### src/pkg/mhs_pkg.sv
// Purpose: shared constants, types and states of the homing and axis status block
// Assumes: 40 MHz clock, word-aligned classic Wishbone slave, byte address = 4 * index
// Notes: mode field carries the base mode in the low bits plus two modifier bits
package mhs_pkg;
  localparam int unsigned CLK_HZ = 40_000_000;
  localparam int unsigned POWER_TICK_MS = 10;
  localparam int unsigned POWER_TICK_CYCLES = CLK_HZ / 1000 * POWER_TICK_MS;

  // register indexes
  localparam logic [7:0] IDX_HOMING_MODE = 8'hc1;
  localparam logic [7:0] IDX_COARSE_SPEED = 8'hc2;
  localparam logic [7:0] IDX_FINE_SPEED = 8'hc3;
  localparam logic [7:0] IDX_SWITCH_SPAN = 8'hc4;
  localparam logic [7:0] IDX_PRE_ZERO_POS = 8'hc5;
  localparam logic [7:0] IDX_RAMP_CURRENT = 8'hc8;
  localparam logic [7:0] IDX_POWER_CUT_DELAY = 8'hcc;
  localparam logic [7:0] IDX_LOAD_READING = 8'hce;
  localparam logic [7:0] IDX_FAULT_FLAGS = 8'hcf;
  localparam logic [7:0] IDX_CONTROL = 8'hd0;
  localparam logic [7:0] IDX_RUN_SPEED = 8'hd1;
  localparam logic [7:0] IDX_RUN_CURRENT = 8'hd2;
  localparam logic [7:0] IDX_STALL_SPEED = 8'hd3;
  localparam logic [7:0] IDX_MAX_DEVIATION = 8'hd4;
  localparam logic [7:0] IDX_STATUS = 8'hd5;
  localparam logic [7:0] IDX_IRQ_STATUS = 8'hd6;
  localparam logic [7:0] IDX_IRQ_MASK = 8'hd7;
  localparam logic [7:0] IDX_POSITION = 8'hd8;

  // homing mode field
  localparam int MODE_RIGHT_BIT = 6;
  localparam int MODE_INVERT_BIT = 7;
  localparam logic [5:0] MODE_LEFT_ONLY = 6'h01;
  localparam logic [5:0] MODE_RIGHT_LEFT = 6'h02;
  localparam logic [5:0] MODE_RIGHT_LEFT_BOTH = 6'h03;
  localparam logic [5:0] MODE_LEFT_BOTH = 6'h04;
  localparam logic [5:0] MODE_HOME_NEG_REV = 6'h05;
  localparam logic [5:0] MODE_HOME_POS_REV = 6'h06;
  localparam logic [5:0] MODE_HOME_POS = 6'h07;
  localparam logic [5:0] MODE_HOME_NEG = 6'h08;

  // control, fault and interrupt bits
  localparam int CTRL_HOME_BIT = 0;
  localparam int CTRL_RUN_BIT = 1;
  localparam int CTRL_STOP_BIT = 2;
  localparam int CTRL_DIR_BIT = 3;
  localparam int FAULT_STALL_BIT = 0;
  localparam int FAULT_DEV_BIT = 1;
  localparam int IRQ_W = 3;
  localparam int IRQ_DONE_BIT = 0;
  localparam int IRQ_STALL_BIT = 1;
  localparam int IRQ_DEV_BIT = 2;

  // reset values
  localparam logic [7:0] RST_HOMING_MODE = 8'h01;
  localparam logic [15:0] RST_POWER_CUT_DELAY = 16'h0000;
  localparam logic [31:0] RST_WORD = 32'h0000_0000;

  typedef struct packed {
    logic home;
    logic right;
    logic left;
  } mhs_sw_s;

  typedef struct packed {
    logic run;
    logic dir;
    logic [31:0] speed;
  } mhs_motion_s;

  typedef enum logic [2:0] {HS_IDLE, HS_PRE, HS_COARSE, HS_BACK, HS_APPROACH, HS_ZERO} mhs_home_e;
endpackage : mhs_pkg

### src/verilog/mhs_power_cut.sv
// Purpose: standstill timer that removes motor power after a delay in 10 ms units
// Assumes: standstill comes from logic on clk
// Notes: a delay of zero keeps power on for ever
`timescale 1ns/100ps
module mhs_power_cut #(
  parameter int unsigned TICK_CYCLES = mhs_pkg::POWER_TICK_CYCLES
) (
  input wire logic clk,
  input wire logic rst,
  input wire logic standstill,
  input wire logic [15:0] delay,
  output logic powerOn
);
  logic [31:0] tickCnt_reg;
  logic [15:0] unitCnt_reg;
  logic powerOn_reg;
  wire tickDone = tickCnt_reg == 32'(TICK_CYCLES - 1);
  wire expired = unitCnt_reg >= delay;

  always_ff @(posedge clk) begin
    if (rst || !standstill || delay == 16'h0000) begin
      tickCnt_reg <= 32'h0000_0000;
      unitCnt_reg <= 16'h0000;
      powerOn_reg <= 1'b1;
    end else if (expired) begin
      powerOn_reg <= 1'b0;
    end else if (tickDone) begin
      tickCnt_reg <= 32'h0000_0000;
      unitCnt_reg <= unitCnt_reg + 16'h0001;
    end else begin
      tickCnt_reg <= tickCnt_reg + 32'h0000_0001;
    end
  end

  assign powerOn = powerOn_reg;
endmodule : mhs_power_cut

### src/verilog/mhs_homing_top.sv
// Purpose: homing sequencer, fault stops, current select and status registers of one axis
// Assumes: classic Wishbone slave, switch pins asynchronous, motion inputs on clk
// Notes: writes take effect on the edge where ack is high
// Functional notes
// - modes 1-4: left only; right then left; right then left both sides; left both
// - mode 5 seeks home negative, reverses at left; mode 6 positive, reverses at right
// - modes 7 and 8 seek home positive and negative, ignoring end switches
// - adding 128 inverts home switch polarity in home-switch modes
// - adding 64 uses the right reference switch instead of left in stop-switch modes
// - rough travel toward the reference uses the coarse speed
// - switching point is approached at the separately set fine speed
// - after modes 2 or 3 the end switch distance is readable
// - position is zeroed during homing; prior value captured first
// - boost current drives ramps; zero boost means normal run current
// - power is cut after freewheeling delay in 10 ms units at standstill
// - freewheeling delay zero, the default, never cuts power
// - load measurement readable, up to 1023
// - fault flags: stall is 1, deviation is 2, both may be set
// - fault flags clear on read and when a motion command executes
// - above stall speed, load reaching zero stops the motor
// - deviation above maximum stops the motor; maximum zero disables
`timescale 1ns/100ps
module mhs_homing_top #(
  parameter int unsigned TICK_CYCLES = mhs_pkg::POWER_TICK_CYCLES
) (
  input wire logic clk,
  input wire logic rst,
  input wire logic cyc_i,
  input wire logic stb_i,
  input wire logic we_i,
  input wire logic [3:0] sel_i,
  input wire logic [11:0] adr_i,
  input wire logic [31:0] dat_i,
  output logic [31:0] dat_o,
  output logic ack_o,
  input wire mhs_pkg::mhs_sw_s swPins,
  input wire logic stepPulse,
  input wire logic rampActive,
  input wire logic [31:0] actualSpeed,
  input wire logic [31:0] encoderPos,
  input wire logic [9:0] loadValue,
  output mhs_pkg::mhs_motion_s motionOut,
  output logic [7:0] currentCmd,
  output logic powerOn,
  output logic homeBusy,
  output logic irq
);
  function automatic logic [31:0] absDiff(input logic [31:0] a, input logic [31:0] b);
    logic [31:0] d;
    d = a - b;
    return d[31] ? (32'h0000_0000 - d) : d;
  endfunction : absDiff

  mhs_pkg::mhs_sw_s swMeta_reg;
  mhs_pkg::mhs_sw_s swSync_reg;
  mhs_pkg::mhs_home_e homeState_reg;
  logic [7:0] homingMode_reg;
  logic [31:0] coarseSpeed_reg;
  logic [31:0] fineSpeed_reg;
  logic [31:0] switchSpan_reg;
  logic [31:0] preZeroPos_reg;
  logic [31:0] preMark_reg;
  logic [31:0] position_reg;
  logic [7:0] rampCurrent_reg;
  logic [7:0] runCurrent_reg;
  logic [15:0] powerCutDelay_reg;
  logic [31:0] runSpeed_reg;
  logic [31:0] stallSpeed_reg;
  logic [31:0] maxDeviation_reg;
  logic [1:0] faultFlags_reg;
  logic [1:0] faultFlags_next;
  logic [mhs_pkg::IRQ_W-1:0] irqStatus_reg;
  logic [mhs_pkg::IRQ_W-1:0] irqStatus_next;
  logic [mhs_pkg::IRQ_W-1:0] irqMask_reg;
  logic runFlag_reg;
  logic runDir_reg;
  logic homeDir_reg;
  logic ack_reg;
  logic [31:0] rdData_reg;

  // bus decode
  wire [7:0] regIdx = adr_i[9:2];
  wire busReq = cyc_i && stb_i;
  wire accept = busReq && ack_reg;
  wire wrAcc = accept && we_i;
  wire rdAcc = accept && !we_i;
  wire [31:0] selMask = {{8{sel_i[3]}}, {8{sel_i[2]}}, {8{sel_i[1]}}, {8{sel_i[0]}}};
  logic [31:0] rdMux;
  wire [31:0] wrData = (rdMux & ~selMask) | (dat_i & selMask);
  wire [31:0] laneData = dat_i & selMask;
  wire wrMode = wrAcc && regIdx == mhs_pkg::IDX_HOMING_MODE;
  wire wrCtrl = wrAcc && regIdx == mhs_pkg::IDX_CONTROL;
  wire rdFault = rdAcc && regIdx == mhs_pkg::IDX_FAULT_FLAGS;

  // switches pass two flops before use
  wire leftSw = swSync_reg.left;
  wire rightSw = swSync_reg.right;

  // mode decode
  wire [5:0] modeBase = homingMode_reg[5:0];
  wire isStopMode = modeBase >= mhs_pkg::MODE_LEFT_ONLY && modeBase <= mhs_pkg::MODE_LEFT_BOTH;
  wire isHomeMode = modeBase >= mhs_pkg::MODE_HOME_NEG_REV && modeBase <= mhs_pkg::MODE_HOME_NEG;
  wire useRight = homingMode_reg[mhs_pkg::MODE_RIGHT_BIT] && isStopMode;
  wire invHome = homingMode_reg[mhs_pkg::MODE_INVERT_BIT] && isHomeMode;
  wire homeSw = swSync_reg.home ^ invHome;
  wire refSw = useRight ? rightSw : leftSw;
  wire preSw = useRight ? leftSw : rightSw;
  wire refDir = useRight;
  wire hasPre = modeBase == mhs_pkg::MODE_RIGHT_LEFT || modeBase == mhs_pkg::MODE_RIGHT_LEFT_BOTH;
  wire bothSides = modeBase == mhs_pkg::MODE_RIGHT_LEFT_BOTH || modeBase == mhs_pkg::MODE_LEFT_BOTH;
  wire targetSw = isHomeMode ? homeSw : refSw;
  wire startDir = isHomeMode ? (modeBase == mhs_pkg::MODE_HOME_POS_REV || modeBase == mhs_pkg::MODE_HOME_POS)
                             : (hasPre ? !refDir : refDir);
  wire revAtLeft = modeBase == mhs_pkg::MODE_HOME_NEG_REV && leftSw && !homeDir_reg;
  wire revAtRight = modeBase == mhs_pkg::MODE_HOME_POS_REV && rightSw && homeDir_reg;
  wire homingMoving = homeState_reg != mhs_pkg::HS_IDLE && homeState_reg != mhs_pkg::HS_ZERO;
  wire fineLeg = homeState_reg == mhs_pkg::HS_BACK || homeState_reg == mhs_pkg::HS_APPROACH;

  // commands
  wire busyNow = homeState_reg != mhs_pkg::HS_IDLE;
  wire cmdStop = wrCtrl && dat_i[mhs_pkg::CTRL_STOP_BIT];
  wire cmdHome = wrCtrl && dat_i[mhs_pkg::CTRL_HOME_BIT] && !busyNow && !cmdStop;
  wire cmdRun = wrCtrl && dat_i[mhs_pkg::CTRL_RUN_BIT] && !busyNow && !cmdStop;
  wire motionCmd = cmdStop || cmdHome || cmdRun;

  // fault stops
  wire stallStop = motionOut.run && actualSpeed > stallSpeed_reg && loadValue == 10'h000;
  wire posDev = absDiff(position_reg, encoderPos) > maxDeviation_reg;
  wire devStop = motionOut.run && maxDeviation_reg != 32'h0000_0000 && posDev;
  wire anyStop = stallStop || devStop || cmdStop;
  wire zeroNow = homeState_reg == mhs_pkg::HS_ZERO;

  always_comb begin
    unique case (regIdx)
      mhs_pkg::IDX_HOMING_MODE: rdMux = {24'h00_0000, homingMode_reg};
      mhs_pkg::IDX_COARSE_SPEED: rdMux = coarseSpeed_reg;
      mhs_pkg::IDX_FINE_SPEED: rdMux = fineSpeed_reg;
      mhs_pkg::IDX_SWITCH_SPAN: rdMux = switchSpan_reg;
      mhs_pkg::IDX_PRE_ZERO_POS: rdMux = preZeroPos_reg;
      mhs_pkg::IDX_RAMP_CURRENT: rdMux = {24'h00_0000, rampCurrent_reg};
      mhs_pkg::IDX_POWER_CUT_DELAY: rdMux = {16'h0000, powerCutDelay_reg};
      mhs_pkg::IDX_LOAD_READING: rdMux = {22'h00_0000, loadValue};
      mhs_pkg::IDX_FAULT_FLAGS: rdMux = {30'h0000_0000, faultFlags_reg};
      mhs_pkg::IDX_CONTROL: rdMux = {28'h000_0000, runDir_reg, 3'h0};
      mhs_pkg::IDX_RUN_SPEED: rdMux = runSpeed_reg;
      mhs_pkg::IDX_RUN_CURRENT: rdMux = {24'h00_0000, runCurrent_reg};
      mhs_pkg::IDX_STALL_SPEED: rdMux = stallSpeed_reg;
      mhs_pkg::IDX_MAX_DEVIATION: rdMux = maxDeviation_reg;
      mhs_pkg::IDX_STATUS: rdMux = {26'h000_0000, homeState_reg, powerOn, busyNow, runFlag_reg};
      mhs_pkg::IDX_IRQ_STATUS: rdMux = {29'h0000_0000, irqStatus_reg};
      mhs_pkg::IDX_IRQ_MASK: rdMux = {29'h0000_0000, irqMask_reg};
      mhs_pkg::IDX_POSITION: rdMux = position_reg;
      default: rdMux = 32'h0000_0000;
    endcase
  end

  // sticky flags: a set in the same cycle as a clear wins
  wire [1:0] faultSet = {devStop, stallStop};
  wire faultClr = rdFault || motionCmd;
  assign faultFlags_next = (faultFlags_reg & ~{2{faultClr}}) | faultSet;
  wire [mhs_pkg::IRQ_W-1:0] irqSet = {devStop, stallStop, zeroNow};
  wire irqWr = wrAcc && regIdx == mhs_pkg::IDX_IRQ_STATUS;
  wire [mhs_pkg::IRQ_W-1:0] irqClr = irqWr ? laneData[mhs_pkg::IRQ_W-1:0] : '0;
  assign irqStatus_next = (irqStatus_reg & ~irqClr) | irqSet;

  always_ff @(posedge clk) begin
    swMeta_reg <= swPins;
    swSync_reg <= swMeta_reg;
  end

  // bus slave: ack one cycle after the request, dropped the cycle after
  always_ff @(posedge clk) begin
    if (rst) begin
      ack_reg <= 1'b0;
      rdData_reg <= mhs_pkg::RST_WORD;
    end else begin
      ack_reg <= busReq && !ack_reg;
      rdData_reg <= rdMux;
    end
  end

  always_ff @(posedge clk) begin
    if (rst) begin
      homingMode_reg <= mhs_pkg::RST_HOMING_MODE;
      coarseSpeed_reg <= mhs_pkg::RST_WORD;
      fineSpeed_reg <= mhs_pkg::RST_WORD;
      rampCurrent_reg <= 8'h00;
      runCurrent_reg <= 8'h00;
      powerCutDelay_reg <= mhs_pkg::RST_POWER_CUT_DELAY;
      runSpeed_reg <= mhs_pkg::RST_WORD;
      stallSpeed_reg <= mhs_pkg::RST_WORD;
      maxDeviation_reg <= mhs_pkg::RST_WORD;
      irqMask_reg <= '0;
    end else if (wrAcc) begin
      if (wrMode) homingMode_reg <= wrData[7:0];
      if (regIdx == mhs_pkg::IDX_COARSE_SPEED) coarseSpeed_reg <= wrData;
      if (regIdx == mhs_pkg::IDX_FINE_SPEED) fineSpeed_reg <= wrData;
      if (regIdx == mhs_pkg::IDX_RAMP_CURRENT) rampCurrent_reg <= wrData[7:0];
      if (regIdx == mhs_pkg::IDX_RUN_CURRENT) runCurrent_reg <= wrData[7:0];
      if (regIdx == mhs_pkg::IDX_POWER_CUT_DELAY) powerCutDelay_reg <= wrData[15:0];
      if (regIdx == mhs_pkg::IDX_RUN_SPEED) runSpeed_reg <= wrData;
      if (regIdx == mhs_pkg::IDX_STALL_SPEED) stallSpeed_reg <= wrData;
      if (regIdx == mhs_pkg::IDX_MAX_DEVIATION) maxDeviation_reg <= wrData;
      if (regIdx == mhs_pkg::IDX_IRQ_MASK) irqMask_reg <= wrData[mhs_pkg::IRQ_W-1:0];
    end
  end

  always_ff @(posedge clk) begin
    if (rst) begin
      faultFlags_reg <= 2'b00;
      irqStatus_reg <= '0;
      runFlag_reg <= 1'b0;
      runDir_reg <= 1'b0;
    end else begin
      faultFlags_reg <= faultFlags_next;
      irqStatus_reg <= irqStatus_next;
      if (anyStop || cmdHome) begin
        runFlag_reg <= 1'b0;
      end else if (cmdRun) begin
        runFlag_reg <= 1'b1;
        runDir_reg <= dat_i[mhs_pkg::CTRL_DIR_BIT];
      end
    end
  end

  // position counter; zeroing wins over a step in the same cycle
  always_ff @(posedge clk) begin
    if (rst) begin
      position_reg <= mhs_pkg::RST_WORD;
    end else if (zeroNow) begin
      position_reg <= mhs_pkg::RST_WORD;
    end else if (stepPulse) begin
      position_reg <= motionOut.dir ? position_reg + 32'h0000_0001 : position_reg - 32'h0000_0001;
    end
  end

  // homing sequencer
  always_ff @(posedge clk) begin
    if (rst) begin
      homeState_reg <= mhs_pkg::HS_IDLE;
      homeDir_reg <= 1'b0;
      preMark_reg <= mhs_pkg::RST_WORD;
      preZeroPos_reg <= mhs_pkg::RST_WORD;
      switchSpan_reg <= mhs_pkg::RST_WORD;
    end else if ((stallStop || devStop || cmdStop) && !zeroNow) begin
      // the zero cycle always finishes, else the counter is cleared with its old value lost
      homeState_reg <= mhs_pkg::HS_IDLE;
    end else begin
      unique case (homeState_reg)
        mhs_pkg::HS_IDLE: begin
          if (cmdHome) begin
            homeDir_reg <= startDir;
            if (hasPre) homeState_reg <= mhs_pkg::HS_PRE;
            else if (isStopMode || isHomeMode) homeState_reg <= mhs_pkg::HS_COARSE;
            else homeState_reg <= mhs_pkg::HS_ZERO;
          end
        end
        mhs_pkg::HS_PRE: begin
          if (preSw) begin
            preMark_reg <= position_reg;
            homeDir_reg <= refDir;
            homeState_reg <= mhs_pkg::HS_COARSE;
          end
        end
        mhs_pkg::HS_COARSE: begin
          if (targetSw) begin
            homeDir_reg <= !homeDir_reg;
            homeState_reg <= mhs_pkg::HS_BACK;
          end else if (revAtLeft || revAtRight) begin
            homeDir_reg <= !homeDir_reg;
          end
        end
        mhs_pkg::HS_BACK: begin
          if (!targetSw) begin
            if (bothSides) begin
              homeDir_reg <= !homeDir_reg;
              homeState_reg <= mhs_pkg::HS_APPROACH;
            end else begin
              homeState_reg <= mhs_pkg::HS_ZERO;
            end
          end
        end
        mhs_pkg::HS_APPROACH: begin
          if (targetSw) homeState_reg <= mhs_pkg::HS_ZERO;
        end
        mhs_pkg::HS_ZERO: begin
          preZeroPos_reg <= position_reg;
          if (hasPre) switchSpan_reg <= absDiff(preMark_reg, position_reg);
          homeState_reg <= mhs_pkg::HS_IDLE;
        end
      endcase
    end
  end

  mhs_power_cut #(
    .TICK_CYCLES(TICK_CYCLES)
  ) powerCut (
    .clk(clk),
    .rst(rst),
    .standstill(actualSpeed == 32'h0000_0000 && !motionOut.run),
    .delay(powerCutDelay_reg),
    .powerOn(powerOn)
  );

  // motion select: coarse speed on the search legs, fine on the switch legs
  assign motionOut.run = homingMoving || (!busyNow && runFlag_reg);
  assign motionOut.dir = busyNow ? homeDir_reg : runDir_reg;
  assign motionOut.speed = !busyNow ? runSpeed_reg : (fineLeg ? fineSpeed_reg : coarseSpeed_reg);
  assign currentCmd = (rampActive && rampCurrent_reg != 8'h00) ? rampCurrent_reg : runCurrent_reg;
  assign homeBusy = busyNow;
  assign irq = |(irqStatus_reg & irqMask_reg);
  assign ack_o = ack_reg;
  assign dat_o = rdData_reg;

  a_ramp_boost: assert property (@(posedge clk) disable iff (rst)
    (rampActive && rampCurrent_reg != 8'h00) |-> currentCmd == rampCurrent_reg)
    else $error("boost current not driven during ramp");
  a_boost_zero_run: assert property (@(posedge clk) disable iff (rst)
    (rampCurrent_reg == 8'h00 || !rampActive) |-> currentCmd == runCurrent_reg)
    else $error("run current not used");
  a_stall_stop: assert property (@(posedge clk) disable iff (rst)
    stallStop |=> !motionOut.run && faultFlags_reg[mhs_pkg::FAULT_STALL_BIT])
    else $error("stall did not stop motor and flag");
  a_dev_stop: assert property (@(posedge clk) disable iff (rst)
    devStop |=> !motionOut.run && faultFlags_reg[mhs_pkg::FAULT_DEV_BIT])
    else $error("deviation did not stop motor and flag");
  a_dev_disabled: assert property (@(posedge clk) disable iff (rst)
    maxDeviation_reg == 32'h0000_0000 |-> !devStop)
    else $error("deviation check active at zero maximum");
  a_fault_read_clear: assert property (@(posedge clk) disable iff (rst)
    (rdFault && !stallStop && !devStop) |=> faultFlags_reg == 2'b00)
    else $error("fault flags not cleared on read");
  a_zero_capture: assert property (@(posedge clk) disable iff (rst)
    zeroNow |=> preZeroPos_reg == $past(position_reg) && homeState_reg == mhs_pkg::HS_IDLE && !motionOut.run)
    else $error("pre-zero position not captured");
  a_busy_no_run: assert property (@(posedge clk) disable iff (rst)
    (busyNow && wrCtrl && dat_i[mhs_pkg::CTRL_RUN_BIT]) |=> !runFlag_reg)
    else $error("run accepted during homing");
  a_coarse_speed: assert property (@(posedge clk) disable iff (rst)
    (homeState_reg == mhs_pkg::HS_PRE || homeState_reg == mhs_pkg::HS_COARSE) |-> motionOut.speed == coarseSpeed_reg)
    else $error("coarse speed not used");
  a_fine_speed: assert property (@(posedge clk) disable iff (rst)
    fineLeg |-> motionOut.speed == fineSpeed_reg && motionOut.run)
    else $error("fine speed not used");
  a_home_pos_dir: assert property (@(posedge clk) disable iff (rst)
    (homeState_reg == mhs_pkg::HS_COARSE && modeBase == mhs_pkg::MODE_HOME_POS) |-> motionOut.dir)
    else $error("mode 7 not moving positive");
  a_rev_at_left: assert property (@(posedge clk) disable iff (rst)
    (homeState_reg == mhs_pkg::HS_COARSE && revAtLeft && !targetSw && !anyStop) |=> homeDir_reg)
    else $error("no reversal at left switch");
  a_home_invert: assert property (@(posedge clk) disable iff (rst)
    (homeState_reg == mhs_pkg::HS_COARSE && invHome && !swSync_reg.home && !anyStop)
    |=> homeState_reg == mhs_pkg::HS_BACK)
    else $error("inverted home switch not taken as found");
  a_power_kept: assert property (@(posedge clk) disable iff (rst)
    (powerCutDelay_reg == 16'h0000 && $past(powerCutDelay_reg) == 16'h0000) |-> powerOn)
    else $error("power cut with zero delay");
endmodule : mhs_homing_top

### config.mk
export PLATFORM = sky130hd
export DESIGN_NAME = mhs_homing_top
export DESIGN_NICKNAME = d
export VERILOG_FILES = /design/src/pkg/mhs_pkg.sv /design/src/verilog/mhs_power_cut.sv /design/src/verilog/mhs_homing_top.sv
export SDC_FILE = /design/constraint.sdc
export NUM_CORES = 1
export LEC_CHECK = 0
export CAP_MARGIN = 20
export CORE_MARGIN = 1
export CORE_UTILIZATION = 50
export DETAILED_ROUTE_END_ITERATION = 10
export DONT_BUFFER_PORTS = 1
export MAX_ROUTING_LAYER = met4
export PLACE_DENSITY = 0.65
export SYNTH_ARGS = -nofsm -noshare
export SYNTH_HDL_FRONTEND = slang
export SYNTH_SLANG_ARGS = --single-unit
export TNS_END_PERCENT = 1
### constraint.sdc
create_clock -name clk -period 22.2 [get_ports clk]
set_clock_uncertainty 0.05 [all_clocks]
set_input_delay 4.44 -clock clk [delete_from_list [all_inputs] [get_ports clk]]
set_output_delay 4.44 -clock clk [all_outputs]
set_load 0.03 [all_outputs]
Word-level counts from Yosys, hierarchy flattened
Cells that the tools add are included.
W data, S select, Z words.

storage, ports and cells
  bits in registers = 430
  output and inout port bits = 78
  word-level logic and storage cells = 216

operators by class
  $add $sub $neg = 8
  order comparisons = 7
  eq/ne operators = 38
  muxes and demuxes = 31
  bitwise gates (word level) = 15
  reduce and logical (&&, ||, !) cells = 86

operator list
  operator                 number
  $pmux W32 S18            1
  $mux W32                 6
  $eq A8 B8 Y1 const B     18
  $add A32 B1 Y32 const B  2
  $and A32 B32 Y32         2
  $gt A32 B32 Y1           2
  $sub A1 B32 Y32 const A  2
  $sub A32 B32 Y32         2
  $logic_and A1 B1 Y1      33
  $eq A32 B19 Y1 const B   1
  $logic_not A32 Y1        1
  $not A32 Y32             1
  $or A32 B32 Y32          1
  $reduce_bool A32 Y1      1
  $sub A32 B1 Y32 const B  1
  $reduce_and A2 Y1        13
  $eq A6 B3 Y1 const B     4
  $mux W3                  8
  $pmux W3 S6              1
  $add A16 B1 Y16 const B  1
  $ge A16 B16 Y1           1
  $logic_not A16 Y1        1
  $logic_or A1 B1 Y1       15
  $mux W1                  13
  31 further kinds         54

Depth between registers and ports, before layout
  word-level depth = 13
  depth in mapped cells = 29
  mapped depth without buffers = 27

By module
A second synthesis with hierarchy kept.

unflattened totals
  cells, all modules = 3714
  area, all modules = 27959.3 µm²

by module, submodules not included
  module          instances  cells an instance  area an instance (µm²)
  mhs_homing_top  1          3320               24906.4
  mhs_power_cut   1          394                3052.9

Worst setup path after synthesis
Ideal clock, no wire load.

  path type = input to register
  start point = input port encoderPos[0]
  end point = register preMark_reg[10]
  setup time = 128 ps
  data arrival time = 9962 ps
  data required time = 22022 ps
  path slack = 12060 ps
  cell stages on the path = 27
  path through = ha_1 inv_1 fa_1 a21o_1 a22oi_1 a21oi_1 a41oi_2 o21ai_0 a211o_1 a211o_1 a31oi_2 nand4_1 o31ai_1 xor2_1 ha_1 a21o_1 a21o_1 a21oi_1 nor2b_1 o21ai_0 o211ai_1 and3_1 o31ai_1 nand4_1 buf_1 mux2i_1 nor2_1

on the way
  longest elaborated chain between the ends = 10

ends and longest elaborated chain
  what                                    RTL line               text
  from (decl)                             mhs_homing_top.sv:40   input wire logic [31:0] encoderPos,
  $sub A32 B32 Y32 (*)                    mhs_homing_top.sv:50   d = a - b;
  $sub A1 B32 Y32                         mhs_homing_top.sv:51   return d[31] ? (32'h0000_0000 - d) : d;
  $mux W32 (*)                            mhs_homing_top.sv:51
  $gt A32 B32 Y1 (*)                      mhs_homing_top.sv:128  wire posDev = absDiff(position_reg, encoderPos) > maxDeviation_reg;
  $logic_and A1 B1 Y1 (*)                 mhs_homing_top.sv:129  wire devStop = motionOut.run && maxDeviation_reg != 32'h0000_0000 && posDev;
  $logic_or A1 B1 Y1 (*) (2 in series)    mhs_homing_top.sv:245  end else if ((stallStop || devStop || cmdStop) && !zeroNow) begin
  $logic_and A1 B1 Y1 (*)                 mhs_homing_top.sv:245
  $not A1 Y1 (no source line) (*)         n/a
  $reduce_and A3 Y1 (no source line) (*)  n/a
  to (signal assigned)                    mhs_homing_top.sv:242  preMark_reg <= mhs_pkg::RST_WORD;
  to (signal assigned)                    mhs_homing_top.sv:260  preMark_reg <= position_reg;
  to (decl)                               mhs_homing_top.sv:62   logic [31:0] preMark_reg;

Mark *: on every way between the ends. The rest lies on a longest branch, timed or not.
A chain may end at the register's enable or synchronous reset.

Final worst setup path
  start point = input port encoderPos[1]
  end point = register preMark_reg[30]

The elaborated chain is that of the path after synthesis.

==> metrics.csv <==
metric;value;unit
Logic pwr share;42.1;%
Bufs and invs on worst path;3;
Pre-antenna DRT Iters;8;
Post-CTS Setup Repair Bufs;0;
CTS Buf Count;48;
Worst EP arrival;10.97;ns
synth warn;0;
CTS clock-pin slew for the worst setup and hold paths;0.06;ns
R2R Setup Slk;14.89;ns
first-pass GRT wire length;146;mm
Clock Latency Late Sink;0.61;ns
FF/Latch Area;0.00861;mm^2
post-detailed-route wirelength per cell;22.5;um
Fmax;0.0944;GHz
sequential power share;29.1;%
CP Capture Type;flop;
max cap viols;0;
area leader, netlist;dfxtp_1;
Starting Density;50.7;%
residual DRC count;0;
vias per inst;6.27;
Hold Startpoint;swMeta_reg[0];
Clk network pwr share;28.8;%
dominant cells by area after synthesis;dfxtp_1, ha_1, nor2_1;
Syn Nets;3900;
critical path class;input port to flop;
EDFF count, synth;0;
number of cells on the critical path;27;
WP data required;22.57;ns
Filler cells;5186;
top post-synthesis cells by count;nor2_1, dfxtp_1, nand2_1;
Routed WL;95.8;mm
Hold EP;leftSw;
CTS tree;done;
Post-Route Utilization;55.0;%
initial drt markers;3025;
share of the yosys chip area belonging to registers;31.4;%
worst min path class;flop to flop;
Post-Syn Area;0.0274;mm^2
Int Pwr;0.00173;W
IO Pins;210;
Pwr Density;94.1;mW/mm^2
Yosys top cell area share;31.4;%
Critical Path Fanout Max;32;
remaining antenna violation count after routing;0;
GRT Total Usage;34.4;%
Syn-to-layout area delta;8.46;%
Critical-path top delay cell;nor3_1;
Clk Tree Root Cell;clkbuf_16;
Synth Register Bits;430;
# resized after CTS;0;
chip height;236;um
Die W;236;um
I/O Buffers;0;
detailed placer's ending HPWL;71.2;mm
final hold vios;0;
crit-path leading delay family;simple AND/OR/NAND/NOR gates;
via count;26700;
post-synthesis cell count;3588;
peak supply drop;0.0673;mV
routability cong.;0.974;
Post-synth top flop;dfxtp_1;
Slew Viols, Final;0;
Netlist cell types;95;
vias in the first global route;24400;
Rows;85;
CTS H-tree lvls;2;
run status;finished, final reports clean;
sw frac;38.2;%
layout cell share with drive strength beyond 1;5.99;%
die area;0.0557;mm^2
slowest stage delay, CP;0.55;ns
clk sinks;430;
area occupied by multi-input gates;0.0173;mm^2
worst r2r src;position_reg[0];
clk buf depth;3;
Tot Pwr;0.00280;W
static leakage;11.5;nW
Final TNS setup;0;ns
Tcrit/Tclk final;47.7;%
CP Launch Type;input port;
Post-layout nets;3829;
grt ovf;0;
final setup fails;0;
hold path depth;0;
P_sw;0.00107;W
Slew HR;22.5;%
RSZ-0062 raised after global routing;false;
area of the core;0.0540;mm^2
antenna violations before repair;1;
worst reg2reg path depth;30;
top-count cell post-synth;nor2_1;
Crit path top cell by count;o21ai_0;
Post-synth ARST share;0;%
post-layout min period;10.60;ns
pin count of the biggest net entering global routing;346;
CTS hold repair buffers;0;
Reg-to-Reg End;preMark_reg[30];
Syn Area/Cell;7.64;um^2
Worst Max-Slew Pin Slew;1.15;ns
## power groups by stage
stage / combinational [W] / clock (W) / sequential (W)
floorplan: 0.000864 / 0 / 0.000830
global placement: 0.00112 / 0 / 0.000831
detailed placement: 0.00115 / 0 / 0.000831
CTS: 0.00116 / 0.000816 / 0.000814
global route: 0.00129 / 0.000849 / 0.000816
finish: 0.00118 / 0.000806 / 0.000815
## through the flow
| stage | setup slack (ns) | hold slack, ns | instances | cell area, um^2 |
|---|---|---|---|---|
| floorplan | 12.06 | 0.260 | 3588 | 27400 |
| global route | 11.22 | 0.290 | 4253 | 29700 |
| global placement | 11.27 | 0.262 | 4155 | 28100 |
| detailed placement | 11.17 | 0.264 | 4158 | 28100 |
| CTS | 11.77 | 0.280 | 4247 | 29700 |
| finish | 11.60 | 0.277 | 4253 | 29700 |
## final cells by class
type / count / share of cell area (%)
Multi-Input combinational cell: 2760 / 58.4
Sequential cell: 430 / 29.0
Clock buffer: 73 / 4.77
Tap cell: 696 / 2.93
Inverter: 210 / 2.65
Timing Repair Buffer: 67 / 1.77
Clock inverter: 16 / 0.539
Antenna cell: 1 / 0.00842
## kinds of logic (layout without fill, tap and decap cells)
family                   count (synthesis)  count (layout)  share of synthesized area [%]
AND/OR/NAND/NOR                       1365            1365                           22.5
AO/OA/AOI/OAI                          923             923                           22.2
flip-flops                             430             430                           31.4
buffers and inverters                  398             366                           5.59
adder cells (fa/ha/maj)                180             180                           8.30
XOR/XNOR                               163             163                           5.21
multiplexers                           129             129                           4.76
other                                    0               1                              0
## cells in the final DEF, fill, tap and decap left out, types with 11 or more instances in the layout
master,count
inv_1,210
a222oi_1,53
o21ai_0,123
ha_1,177
nand2b_1,24
a21o_1,76
nor2_1,537
a21oi_1,360
clkbuf_1,14
o21a_1,27
or2_2,12
a22oi_1,55
o211ai_1,12
a31oi_1,26
nand4_1,50
xnor2_1,97
nand3_1,79
and3_1,55
and2_1,11
nor2b_1,25
o31ai_1,14
or3_1,21
nor4_1,40
nor3_1,56
and4_1,13
a211oi_1,42
buf_4,62
clkbuf_16,49
nand2_1,381
mux2i_1,118
a221oi_1,20
xor2_1,66
dfxtp_1,430
o21bai_1,13
## worst register-to-register path: cells and delay by family, from the launching register on
family / cells / cell delay, ns
and+or+nand+nor: 8 / 1.53
muxes: 1 / 0.29
xor gates and xnor gates: 1 / 0.13
buffers and inverters: 5 / 1.04
AOI/OAI and AO/OA: 12 / 2.90
adders and majority gates: 3 / 0.91
DFF: 1 / 0.30
## layer usage
layer | wire, um | track usage, % | up-vias
li1 | - | - | 12600
met1 | 43800 | 49.2 | 12800
met2 | 41500 | 51.4 | 1182
met3 | 8450 | 4.63 | 134
met4 | 1970 | 7.27 | 0
met5 | 0 | - | -
## how the worst max path moves through the flow
stage,startpoint,end,slack [ns]
4_1_cts,encoderPos[0],preMark_reg[22],11.77
3_5_place_dp,encoderPos[0],preMark_reg[11],11.17
2_1_floorplan,encoderPos[0],preMark_reg[10],12.06
5_1_grt,encoderPos[0],preMark_reg[30],11.22
6_report,encoderPos[1],preMark_reg[30],11.60
3_3_place_gp,encoderPos[0],preMark_reg[28],11.27
No activity file was read; power rests on OpenSTA's default activity.
